<file path="src/rtl/acfg_pkg.sv">
// Package for the converter configuration and power-mode block.
// Assumes a serial control word of eight address bits and sixteen data bits.
package acfg_pkg;
   // Serial frame layout.
   localparam int unsigned FRAME_BITS = 24;
   localparam int unsigned ADDR_BITS  = 8;
   localparam int unsigned DATA_BITS  = 16;
   localparam logic [4:0]  LAST_BIT   = 5'h17;
   localparam logic [4:0]  ADDR_DONE  = 5'h07;
   localparam logic [4:0]  BIT_ONE    = 5'h01;
   localparam int unsigned RD_FLAG    = 7;

   // Register offsets.
   localparam logic [6:0] ADR_SOFT_RESET   = 7'h00;
   localparam logic [6:0] ADR_MODE_STATUS  = 7'h01;
   localparam logic [6:0] ADR_POWER_DOWN   = 7'h0F;
   localparam logic [6:0] ADR_DRIVE        = 7'h11;
   localparam logic [6:0] ADR_SINGLE_RATE  = 7'h40;
   localparam logic [6:0] ADR_FORMAT       = 7'h46;
   localparam logic [6:0] ADR_PERF_VCM     = 7'h50;
   localparam logic [6:0] ADR_SLEEP_WIDTH  = 7'h52;
   localparam logic [6:0] ADR_TIMING_SHIFT = 7'h53;
   localparam logic [6:0] ADR_FS_TRIM      = 7'h55;
   localparam logic [6:0] ADR_CLK_RANGE    = 7'h56;

   // Writable bit masks; all reset values are zero.
   localparam logic [15:0] MSK_POWER_DOWN   = 16'h0FFF;
   localparam logic [15:0] MSK_DRIVE        = 16'h073F;
   localparam logic [15:0] MSK_SINGLE_RATE  = 16'h2010;
   localparam logic [15:0] MSK_FORMAT       = 16'h000C;
   localparam logic [15:0] MSK_PERF_VCM     = 16'h0037;
   localparam logic [15:0] MSK_SLEEP_WIDTH  = 16'h0003;
   localparam logic [15:0] MSK_TIMING_SHIFT = 16'h0030;
   localparam logic [15:0] MSK_FS_TRIM      = 16'h003F;
   localparam logic [15:0] MSK_CLK_RANGE    = 16'h0003;
   localparam logic [15:0] REG_RESET        = 16'h0000;

   // Field positions.
   localparam int unsigned POS_SOFT_RESET = 0;
   localparam int unsigned POS_DEEP_SLEEP = 8;
   localparam int unsigned POS_FULL_PD    = 9;
   localparam int unsigned POS_PIN_CFG    = 10;
   localparam int unsigned POS_DRV_BIT    = 0;
   localparam int unsigned POS_DRV_FRAME  = 3;
   localparam int unsigned POS_DRV_DATA   = 8;
   localparam int unsigned POS_SDR_EN     = 4;
   localparam int unsigned POS_SDR_MID    = 13;
   localparam int unsigned POS_TWOS       = 2;
   localparam int unsigned POS_MSB_FIRST  = 3;
   localparam int unsigned POS_PERF       = 0;
   localparam int unsigned POS_VCM        = 4;
   localparam int unsigned POS_DRV_SLEEP  = 0;
   localparam int unsigned POS_WIDTH14    = 1;
   localparam int unsigned POS_ADVANCE    = 4;
   localparam int unsigned POS_DELAY      = 5;

   // Power-pin action encodings.
   localparam logic [1:0] PIN_FULL_PD = 2'h0;
   localparam logic [1:0] PIN_DEEP    = 2'h2;

   // Drive strength in tenths of a milliampere.
   localparam logic [7:0] DRV_BASE_LO = 8'h23;
   localparam logic [7:0] DRV_BASE_HI = 8'h4B;
   localparam logic [7:0] DRV_STEP    = 8'h0A;
endpackage

</file>
<file path="src/rtl/acfg_core.sv">
// Configuration register bank and power-mode control of an octal converter.
// Assumes serial control pins and the power pin come from outside the clock domain.
// Operation
// - Soft reset restores defaults and clears itself.
// - Each channel bit lightly sleeps its channel.
// - Deep sleep powers channels, clocks keep toggling.
// - Full power-down stops whole chip and reference.
// - Full power-down puts clock outputs high-impedance.
// - Pin action x1 sleeps all eight channels.
// - Pin action 10 enters deep sleep.
// - Pin action 00 enters full power-down.
// - Driver sleep setting affects data drivers only.
// - Setting low: data high-impedance, drivers off.
// - Setting high: drivers on, data zero.
// - Three drive fields, default 3.5 mA.
// - Data drive field sets all eight pairs.
// - Drive codes map to documented currents.
// - Format bit selects two's complement output.
// - Bit-order setting selects MSB or LSB first.
// - Single-rate enable changes bit clock rate.
// - Edge bit centres rising edge in single rate.
// - Width setting selects twelve or fourteen bits.
// - Advance or delay by one; never both.
// - Six-bit full-scale trim, default no change.
`timescale 1ns/100ps
`default_nettype none
module acfg_core
   import acfg_pkg::*;
#(
   parameter int unsigned CHANNELS = 8
) (
   // Clock and reset.
   input  wire  logic                clk,
   input  wire  logic                rst_n,
   // Serial control pins.
   input  wire  logic                sclk,
   input  wire  logic                sdata,
   input  wire  logic                cs_n,
   output logic                      sdout,
   output logic                      sdout_oe,
   // Power pin.
   input  wire  logic                power_down_pin,
   // Power state.
   output logic [CHANNELS-1:0]       channel_light_sleep,
   output logic                      deep_sleep_active,
   output logic                      full_power_down,
   output logic                      reference_on,
   // Output drivers.
   output logic                      bit_clock_oe,
   output logic                      frame_clock_out_oe,
   output logic [CHANNELS-1:0]       data_oe,
   output logic                      data_driver_on,
   output logic                      data_force_zero,
   output logic [2:0]                bit_clock_drive,
   output logic [2:0]                frame_clock_drive,
   output logic [2:0]                data_drive,
   output logic [7:0]                bit_clock_drive_tenth_ma,
   output logic [7:0]                frame_clock_drive_tenth_ma,
   output logic [7:0]                data_drive_tenth_ma,
   // Output format.
   output logic                      twos_complement,
   output logic                      msb_first,
   output logic                      single_rate,
   output logic                      single_rate_mid_edge,
   output logic                      word_14bit,
   output logic                      shift_advance,
   output logic                      shift_delay,
   // Converter trims.
   output logic [5:0]                full_scale_trim,
   output logic [2:0]                performance_ctrl,
   output logic [1:0]                common_mode_buffer_strength,
   output logic [1:0]                input_clock_range
);

   function automatic logic [7:0] drive_tenth_ma(input logic [2:0] code);
      logic [7:0] base;
      base = code[2] ? DRV_BASE_HI : DRV_BASE_LO;
      drive_tenth_ma = 8'(base - DRV_STEP * {6'h00, code[1:0]});
   endfunction

   logic       rst_m;
   logic       rst_s_n;
   logic [2:0] sclk_s;
   logic [1:0] sdata_s;
   logic [1:0] cs_s;
   logic [1:0] pin_s;

   logic [15:0] reg_power_down;
   logic [15:0] reg_drive;
   logic [15:0] reg_single_rate;
   logic [15:0] reg_format;
   logic [15:0] reg_perf_vcm;
   logic [15:0] reg_sleep_width;
   logic [15:0] reg_timing_shift;
   logic [15:0] reg_fs_trim;
   logic [15:0] reg_clk_range;

   logic [4:0]  bit_count;
   logic [22:0] shift_in;
   logic [15:0] shift_out;
   logic        reading;

   // Reset release through two flip-flops.
   always_ff @(posedge clk or negedge rst_n) begin
      if (!rst_n) begin
         rst_m   <= 1'b0;
         rst_s_n <= 1'b0;
      end else begin
         rst_m   <= 1'b1;
         rst_s_n <= rst_m;
      end
   end

   // Pin synchronisers; the third clock stage only feeds edge detection.
   always_ff @(posedge clk or negedge rst_s_n) begin
      if (!rst_s_n) begin
         sclk_s  <= 3'h0;
         sdata_s <= 2'h0;
         cs_s    <= 2'h3;
         pin_s   <= 2'h0;
      end else begin
         sclk_s  <= {sclk_s[1:0], sclk};
         sdata_s <= {sdata_s[0], sdata};
         cs_s    <= {cs_s[0], cs_n};
         pin_s   <= {pin_s[0], power_down_pin};
      end
   end

   logic sclk_rise;
   logic sclk_fall;
   logic cs_active;
   logic frame_done;
   logic write_now;
   logic [6:0] wr_addr;
   logic [15:0] wr_data;

   assign sclk_rise  = sclk_s[1] & ~sclk_s[2];
   assign sclk_fall  = ~sclk_s[1] & sclk_s[2];
   assign cs_active  = ~cs_s[1];
   assign frame_done = cs_active & sclk_rise & (bit_count == LAST_BIT);
   assign wr_addr    = shift_in[21:15];
   assign wr_data    = {shift_in[14:0], sdata_s[1]};
   assign write_now  = frame_done & ~shift_in[22];

   logic soft_reset;
   assign soft_reset = write_now && (wr_addr == ADR_SOFT_RESET) && wr_data[POS_SOFT_RESET];

   // Serial frame capture: address then data, MSB first.
   always_ff @(posedge clk or negedge rst_s_n) begin
      if (!rst_s_n) begin
         bit_count <= 5'h00;
         shift_in  <= 23'h000000;
      end else if (!cs_active) begin
         bit_count <= 5'h00;
      end else if (sclk_rise) begin
         bit_count <= (bit_count == LAST_BIT) ? 5'h00 : bit_count + BIT_ONE;
         shift_in  <= {shift_in[21:0], sdata_s[1]};
      end
   end

   // Register writes; the shift bits refuse the forbidden both-set value.
   always_ff @(posedge clk or negedge rst_s_n) begin
      if (!rst_s_n) begin
         reg_power_down   <= REG_RESET;
         reg_drive        <= REG_RESET;
         reg_single_rate  <= REG_RESET;
         reg_format       <= REG_RESET;
         reg_perf_vcm     <= REG_RESET;
         reg_sleep_width  <= REG_RESET;
         reg_timing_shift <= REG_RESET;
         reg_fs_trim      <= REG_RESET;
         reg_clk_range    <= REG_RESET;
      end else if (soft_reset) begin
         reg_power_down   <= REG_RESET;
         reg_drive        <= REG_RESET;
         reg_single_rate  <= REG_RESET;
         reg_format       <= REG_RESET;
         reg_perf_vcm     <= REG_RESET;
         reg_sleep_width  <= REG_RESET;
         reg_timing_shift <= REG_RESET;
         reg_fs_trim      <= REG_RESET;
         reg_clk_range    <= REG_RESET;
      end else if (write_now) begin
         if (wr_addr == ADR_POWER_DOWN) begin
            reg_power_down <= wr_data & MSK_POWER_DOWN;
         end else if (wr_addr == ADR_DRIVE) begin
            reg_drive <= wr_data & MSK_DRIVE;
         end else if (wr_addr == ADR_SINGLE_RATE) begin
            reg_single_rate <= wr_data & MSK_SINGLE_RATE;
         end else if (wr_addr == ADR_FORMAT) begin
            reg_format <= wr_data & MSK_FORMAT;
         end else if (wr_addr == ADR_PERF_VCM) begin
            reg_perf_vcm <= wr_data & MSK_PERF_VCM;
         end else if (wr_addr == ADR_SLEEP_WIDTH) begin
            reg_sleep_width <= wr_data & MSK_SLEEP_WIDTH;
         end else if (wr_addr == ADR_TIMING_SHIFT) begin
            if (!(wr_data[POS_ADVANCE] && wr_data[POS_DELAY])) begin
               reg_timing_shift <= wr_data & MSK_TIMING_SHIFT;
            end
         end else if (wr_addr == ADR_FS_TRIM) begin
            reg_fs_trim <= wr_data & MSK_FS_TRIM;
         end else if (wr_addr == ADR_CLK_RANGE) begin
            reg_clk_range <= wr_data & MSK_CLK_RANGE;
         end
      end
   end

   // Power-mode resolution.
   logic [1:0]          pin_cfg;
   logic                pin_high;
   logic                next_full;
   logic                next_deep;
   logic [CHANNELS-1:0] req_chan;
   logic [CHANNELS-1:0] next_chan;
   logic                all_chan;
   logic                quiet;
   logic                drv_sleep;

   assign pin_cfg   = reg_power_down[POS_PIN_CFG +: 2];
   assign pin_high  = pin_s[1];
   assign drv_sleep = reg_sleep_width[POS_DRV_SLEEP];
   assign next_full = reg_power_down[POS_FULL_PD] | (pin_high & (pin_cfg == PIN_FULL_PD));
   assign next_deep = ~next_full & (reg_power_down[POS_DEEP_SLEEP] | (pin_high & (pin_cfg == PIN_DEEP)));
   assign req_chan  = reg_power_down[CHANNELS-1:0] | {CHANNELS{pin_high & pin_cfg[0]}};
   assign next_chan = (next_full | next_deep) ? {CHANNELS{1'b0}} : req_chan;
   assign all_chan  = &next_chan;
   assign quiet     = next_deep | all_chan;

   // Power state and driver control outputs.
   always_ff @(posedge clk or negedge rst_s_n) begin
      if (!rst_s_n) begin
         channel_light_sleep <= {CHANNELS{1'b0}};
         deep_sleep_active   <= 1'b0;
         full_power_down     <= 1'b0;
         reference_on        <= 1'b1;
         bit_clock_oe        <= 1'b1;
         frame_clock_out_oe  <= 1'b1;
         data_oe             <= {CHANNELS{1'b1}};
         data_driver_on      <= 1'b1;
         data_force_zero     <= 1'b0;
      end else begin
         channel_light_sleep <= next_chan;
         deep_sleep_active   <= next_deep;
         full_power_down     <= next_full;
         reference_on        <= ~next_full;
         bit_clock_oe        <= ~next_full;
         frame_clock_out_oe  <= ~next_full;
         data_oe             <= {CHANNELS{~next_full & ~(quiet & ~drv_sleep)}};
         data_driver_on      <= ~next_full & ~(quiet & ~drv_sleep);
         data_force_zero     <= ~next_full & quiet & drv_sleep;
      end
   end

   // Format, drive and trim outputs.
   always_ff @(posedge clk or negedge rst_s_n) begin
      if (!rst_s_n) begin
         bit_clock_drive             <= 3'h0;
         frame_clock_drive           <= 3'h0;
         data_drive                  <= 3'h0;
         bit_clock_drive_tenth_ma    <= DRV_BASE_LO;
         frame_clock_drive_tenth_ma  <= DRV_BASE_LO;
         data_drive_tenth_ma         <= DRV_BASE_LO;
         twos_complement             <= 1'b0;
         msb_first                   <= 1'b0;
         single_rate                 <= 1'b0;
         single_rate_mid_edge        <= 1'b0;
         word_14bit                  <= 1'b0;
         shift_advance               <= 1'b0;
         shift_delay                 <= 1'b0;
         full_scale_trim             <= 6'h00;
         performance_ctrl            <= 3'h0;
         common_mode_buffer_strength <= 2'h0;
         input_clock_range           <= 2'h0;
      end else begin
         bit_clock_drive             <= reg_drive[POS_DRV_BIT +: 3];
         frame_clock_drive           <= reg_drive[POS_DRV_FRAME +: 3];
         data_drive                  <= reg_drive[POS_DRV_DATA +: 3];
         bit_clock_drive_tenth_ma    <= drive_tenth_ma(reg_drive[POS_DRV_BIT +: 3]);
         frame_clock_drive_tenth_ma  <= drive_tenth_ma(reg_drive[POS_DRV_FRAME +: 3]);
         data_drive_tenth_ma         <= drive_tenth_ma(reg_drive[POS_DRV_DATA +: 3]);
         twos_complement             <= reg_format[POS_TWOS];
         msb_first                   <= reg_format[POS_MSB_FIRST];
         single_rate                 <= reg_single_rate[POS_SDR_EN];
         single_rate_mid_edge        <= reg_single_rate[POS_SDR_EN] & reg_single_rate[POS_SDR_MID];
         word_14bit                  <= reg_sleep_width[POS_WIDTH14];
         shift_advance               <= reg_timing_shift[POS_ADVANCE];
         shift_delay                 <= reg_timing_shift[POS_DELAY];
         full_scale_trim             <= reg_fs_trim[5:0];
         performance_ctrl            <= reg_perf_vcm[POS_PERF +: 3];
         common_mode_buffer_strength <= reg_perf_vcm[POS_VCM +: 2];
         input_clock_range           <= reg_clk_range[1:0];
      end
   end

   // Readback value, including the resolved power state.
   function automatic logic [15:0] read_value(input logic [6:0] a);
      if (a == ADR_MODE_STATUS) begin
         read_value = {5'h00, full_power_down, deep_sleep_active, data_driver_on, channel_light_sleep};
      end else if (a == ADR_POWER_DOWN) begin
         read_value = reg_power_down;
      end else if (a == ADR_DRIVE) begin
         read_value = reg_drive;
      end else if (a == ADR_SINGLE_RATE) begin
         read_value = reg_single_rate;
      end else if (a == ADR_FORMAT) begin
         read_value = reg_format;
      end else if (a == ADR_PERF_VCM) begin
         read_value = reg_perf_vcm;
      end else if (a == ADR_SLEEP_WIDTH) begin
         read_value = reg_sleep_width;
      end else if (a == ADR_TIMING_SHIFT) begin
         read_value = reg_timing_shift;
      end else if (a == ADR_FS_TRIM) begin
         read_value = reg_fs_trim;
      end else if (a == ADR_CLK_RANGE) begin
         read_value = reg_clk_range;
      end else begin
         read_value = 16'h0000;
      end
   endfunction

   // Read data shifts out MSB first, changing on falling serial clock edges.
   always_ff @(posedge clk or negedge rst_s_n) begin
      if (!rst_s_n) begin
         reading   <= 1'b0;
         shift_out <= 16'h0000;
         sdout     <= 1'b0;
         sdout_oe  <= 1'b0;
      end else if (!cs_active) begin
         reading   <= 1'b0;
         sdout     <= 1'b0;
         sdout_oe  <= 1'b0;
      end else if (sclk_rise && bit_count == ADDR_DONE) begin
         reading   <= shift_in[6];
         shift_out <= read_value({shift_in[5:0], sdata_s[1]});
      end else if (sclk_fall && reading) begin
         sdout     <= shift_out[15];
         sdout_oe  <= 1'b1;
         shift_out <= {shift_out[14:0], 1'b0};
      end
   end

   a_soft_reset_clear: assert property (@(posedge clk) disable iff (!rst_s_n)
      soft_reset |=> (reg_power_down == REG_RESET) && (reg_drive == REG_RESET))
      else $error("soft reset left a register set");
   a_full_clock_hiz: assert property (@(posedge clk) disable iff (!rst_s_n)
      next_full |=> !bit_clock_oe && !frame_clock_out_oe && !reference_on)
      else $error("clock drivers on in full power-down");
   a_deep_clock_on: assert property (@(posedge clk) disable iff (!rst_s_n)
      deep_sleep_active |-> bit_clock_oe && frame_clock_out_oe && !full_power_down)
      else $error("clocks stopped in deep sleep");
   a_pin_full_pd: assert property (@(posedge clk) disable iff (!rst_s_n)
      (pin_high && pin_cfg == PIN_FULL_PD) |=> full_power_down)
      else $error("pin did not force full power-down");
   a_pin_deep_sleep: assert property (@(posedge clk) disable iff (!rst_s_n)
      (pin_high && pin_cfg == PIN_DEEP && !reg_power_down[POS_FULL_PD]) |=> deep_sleep_active)
      else $error("pin did not force deep sleep");
   a_pin_all_chan: assert property (@(posedge clk) disable iff (!rst_s_n)
      (pin_high && pin_cfg[0] && !reg_power_down[POS_FULL_PD] && !reg_power_down[POS_DEEP_SLEEP])
      |=> (channel_light_sleep == {CHANNELS{1'b1}}))
      else $error("pin did not sleep all channels");
   a_data_hiz_off: assert property (@(posedge clk) disable iff (!rst_s_n)
      (quiet && !drv_sleep && !next_full) |=> (data_oe == '0) && !data_driver_on && !data_force_zero)
      else $error("data drivers active in quiet high-impedance mode");
   a_data_zero_on: assert property (@(posedge clk) disable iff (!rst_s_n)
      (quiet && drv_sleep && !next_full) |=> data_force_zero && data_driver_on && bit_clock_oe)
      else $error("data drivers not holding zero");
   a_shift_exclusive: assert property (@(posedge clk) disable iff (!rst_s_n)
      !(shift_advance && shift_delay))
      else $error("advance and delay both set");
   a_deepest_wins: assert property (@(posedge clk) disable iff (!rst_s_n)
      full_power_down |-> !deep_sleep_active && (channel_light_sleep == '0))
      else $error("shallower mode active during full power-down");
   a_drive_code_map: assert property (@(posedge clk) disable iff (!rst_s_n)
      (data_drive == 3'h4) |-> (data_drive_tenth_ma == DRV_BASE_HI))
      else $error("drive code mapping wrong");

endmodule // acfg_core
`default_nettype wire

</file>
<file path="config.mk">
export PLATFORM = sky130hd
export DESIGN_NAME = acfg_core
export DESIGN_NICKNAME = d
export VERILOG_FILES = /design/src/rtl/acfg_pkg.sv /design/src/rtl/acfg_core.sv
export SDC_FILE = /design/constraint.sdc
export NUM_CORES = 1
export LEC_CHECK = 0
export BUFFER_PORTS_ARGS = -buffer_cell sky130_fd_sc_hd__buf_4
export CAP_MARGIN = 40
export CORE_MARGIN = 8
export CORE_UTILIZATION = 52
export CTS_BUF_LIST = sky130_fd_sc_hd__clkbuf_8
export CTS_CLUSTER_SIZE = 10
export DETAILED_ROUTE_END_ITERATION = 16
export GPL_TIMING_DRIVEN = 0
export PLACE_DENSITY = 0.72
export SKIP_LAST_GASP = 1
export SYNTH_ARGS = -nofsm -noshare
export SYNTH_HDL_FRONTEND = slang
export SYNTH_SLANG_ARGS = --single-unit
</file>
<file path="constraint.sdc">
create_clock -name clk -period 7.2 [get_ports clk]
set_clock_uncertainty 0.1 [all_clocks]
set_input_delay 1.08 -clock clk [delete_from_list [all_inputs] [get_ports clk]]
set_output_delay 1.08 -clock clk [all_outputs]
set_load 0.02 [all_outputs]
</file>
==> metrics.md <==
| Metric | Value |
|---|---|
| Status | `completed` |
| EDFF count, synth | `0` |
| Syn Std Cell Area | `6710 sq um` |
| Layout cells sized above 1 | `approximately a quarter` |
| Grt ovf | `0` |
| Crit path kind | `register to register` |
| Ys async rst share | `100%` |
| GRT Util Overall | `slightly above 20%` |
| Peak supply drop | `roughly 130 uV` |
| R2R Setup Slk | `approximately 4.5 ns` |
| Placer congestion estimate | `0.890` |
| Netlist cell types | `between 60 and 70` |
| Tmin final | `2.65 ns` |
| Number of global-route vias before repair | `4938` |
| Nets | `716` |
| Commonest cells in the netlist | `dfrtp_1, nand2_1, o21ai_0, nor2_1, mux2_2` |
| Worst skew pair latency | `around 0.46 ns` |
| Number of synthesized register bits | `between 150 and 200` |
| N_diodes | `0` |
| Tcrit/Tclk final | `36.8%` |
| Cell Pwr Density | `roughly 230 nW/um^2` |
| Sink Count | `roughly 160` |
| Sequential share of the synthesized area | `between 50% and 60%` |
| Total clock buffers created by CTS | `17` |
| Normalized max-slew margin | `between 40% and 50%` |
| Die X | `between 100 and 150 um` |
| CTS root buf | `clkbuf_8` |
| Post-DP HPWL | `roughly 12000 um` |
| Max frequency | `377 MHz` |
| Final Hold Viols | `0` |
| Core Area | `about 13000 sq um` |
| Max-slew violation count | `0` |
| Critical path capture point type | `register` |
| Largest cells by area after synthesis | `dfrtp_1, mux2_2, dfstp_2` |
| # Post-CTS Setup Buffers | `0` |
| Synth-to-layout area growth | `19.8%` |
| Final cell count without fillers | `between 800 and 900` |
| WL final | `16400 um` |
| Buffers from clock root to sink, at most | `2` |
| Dominant synthesized flop cell | `dfrtp_1` |
| Final worst slack | `approximately 4.5 ns` |
| Ys Warns | `0` |
| Most frequent cell after synthesis | `dfrtp_1` |
| Fin Hold WS | `between 0.1 and 0.15 ns` |
| Detail Route Antenna Nets | `0` |
| DRC viols | `0` |
| Initial antenna violation count | `0` |
| Worst EP arrival | `between 2 and 3 ns` |
| Max Cap Violations | `0` |
| Peak fanout along the critical path | `10` |
| Static Leakage | `about 3.8 nW` |
| PostCTS Resize Cnt | `0` |
| Setup TNS | `0 ns` |
| Reg clk slew, reported paths | `roughly 0.090 ns` |
| Critical R2R Launch | `cs_s[1]` |
| Final setup viols | `0` |
| Via count | `between 4000 and 5000` |
| Num ports | `84` |
| Syn Inst Count | `596` |
| Via density | `around 5.5` |
| Initial drt markers | `about 430` |
| DR pass1 iterations | `7` |
| Actual slew at the worst max-slew pin | `about 0.81 ns` |
| Die Y | `between 100 and 150 um` |
| H-tree levels | `4` |
| Largest net degree at the start of global routing | `a little over 70` |
| Synth top area share | `between 50% and 60%` |
| Placement Setup Slack | `around 4.6 ns` |
| First-pass GRT wire length | `about 26000 um` |
| Worst reg2reg endpoint | `reg_fs_trim[4]` |
| Crit path required time | `between 7 and 8 ns` |
| Initial Utilization | `between 50 and 60%` |
| Reg2Reg Depth | `7` |
| I/O Buffers | `slightly below 80` |
| Cell taking the most area after synthesis | `dfrtp_1` |
| CTS tree | `done` |
| DIE AREA | `between 15000 and 20000 sq um` |
| Post-CTS Hold Fix Bufs | `0` |
| RSZ-0062 raised after global routing | `no` |
| Avg Inst Size Synth | `~11 sq um` |
| Worst hold path type | `register to asynchronous set/reset pin` |
| Startpoint Class | `register` |
| Post-DR wirelength/cell | `18.5 um` |
| Placed cells | `853` |
| Core Util, Final | `around 64%` |
| Rows | `41` |
-- placed cells by master (no fill, tap or decap), types with 13 or more instances in the layout --
cell | synthesis | final
mux2_2 | 25 | 25
nor2_1 | 34 | 34
o21a_1 | 13 | 13
clkbuf_8 | 0 | 21
buf_4 | 19 | 96
nand2_1 | 60 | 60
o21ai_0 | 35 | 35
nand3_1 | 18 | 18
clkbuf_1 | 20 | 20
dfrtp_1 | 147 | 146
inv_1 | 20 | 21
a22o_1 | 19 | 19
a21oi_1 | 23 | 23
-- cell type report --
cell class              count  area, sq um
repair buffers             80          638
clock inverters            11          164
clock buffers              21          289
inverters                  20         75.1
well taps                 172          215
multi-input cells         375         2440
fillers                  1021         4580
flip-flops and latches    157         3950
plain buffers              49          272
-- logic make-up after synthesis --
| kind of cell | Yosys count | share of synthesized area, % |
|---|---|---|
| muxes | 30 | 4.98 |
| xor gates and xnor gates | 7 | 0.914 |
| DFF | 157 | 58.7 |
| AOI/OAI and AO/OA | 138 | 14.0 |
| and+or+nand+nor | 183 | 13.9 |
| buffers and inverters | 69 | 5.17 |
| other | 2 | 0.112 |
| adders and majority gates | 10 | 2.20 |
-- report_power, final --
part,internal (W),total [W],switching [W]
clock network,0.000412,0.000724,0.000312
logic,0.0000638,0.000213,0.000150
registers,0.000907,0.000928,0.0000208
total,0.00138,0.00187,0.000483
-- worst max path at each step --
stage / startpoint / to / depth (start not counted)
6_report: cs_s[1] / reg_fs_trim[4] / 7
5_1_grt: bit_count[0] / shift_out[7] / 7
4_1_cts: cs_s[1] / reg_fs_trim[4] / 7
3_5_place_dp: cs_s[1] / reg_fs_trim[4] / 7
3_3_place_gp: rst_s_n / performance_ctrl[0] / 0
2_1_floorplan: rst_s_n / bit_clock_drive[0] / 0
-- per-stage QoR --
stage | power (W) | area, sq um
floorplan | 0.00108 | 6730
global placement | 0.00115 | 7520
detailed placement | 0.00116 | 7580
CTS | 0.00188 | 8040
global route | 0.00194 | 8040
finish | 0.00187 | 8040
-- worst max-delay path, stage by stage (launching register included) --
cell      delay, ns
dfstp_2        0.37
buf_2          0.19
nor4b_1        0.58
nand4_1        0.31
buf_2          0.30
buf_1          0.33
nand3_1        0.18
o311ai_0       0.14
-- sequential cells by signal (all words and copies together), names as in the netlist, 5 cells and up --
signal,flops
bit_clock_drive_tenth_ma,5
reg_fs_trim,6
shift_in,23
reg_drive,9
full_scale_trim,6
frame_clock_drive_tenth_ma,5
shift_out,16
reg_power_down,12
data_drive_tenth_ma,5
bit_count,5
channel_light_sleep,8
reg_perf_vcm,5
-- routing by layer --
| metal | share of wire (%) | GRT usage (%) | up-vias | routed length [um] |
|---|---|---|---|---|
| met3 | 8.1 | 6.20 | 22 | 1330 |
| met1 | 42 | 25.5 | 2409 | 6920 |
| met5 | 0 | 0 | - | 0 |
| met2 | 48 | 32.6 | 174 | 7870 |
| met4 | 1.8 | 8.47 | 0 | 296 |
| li1 | - | - | 2295 | - |
Power figures use the tool's default switching activity.
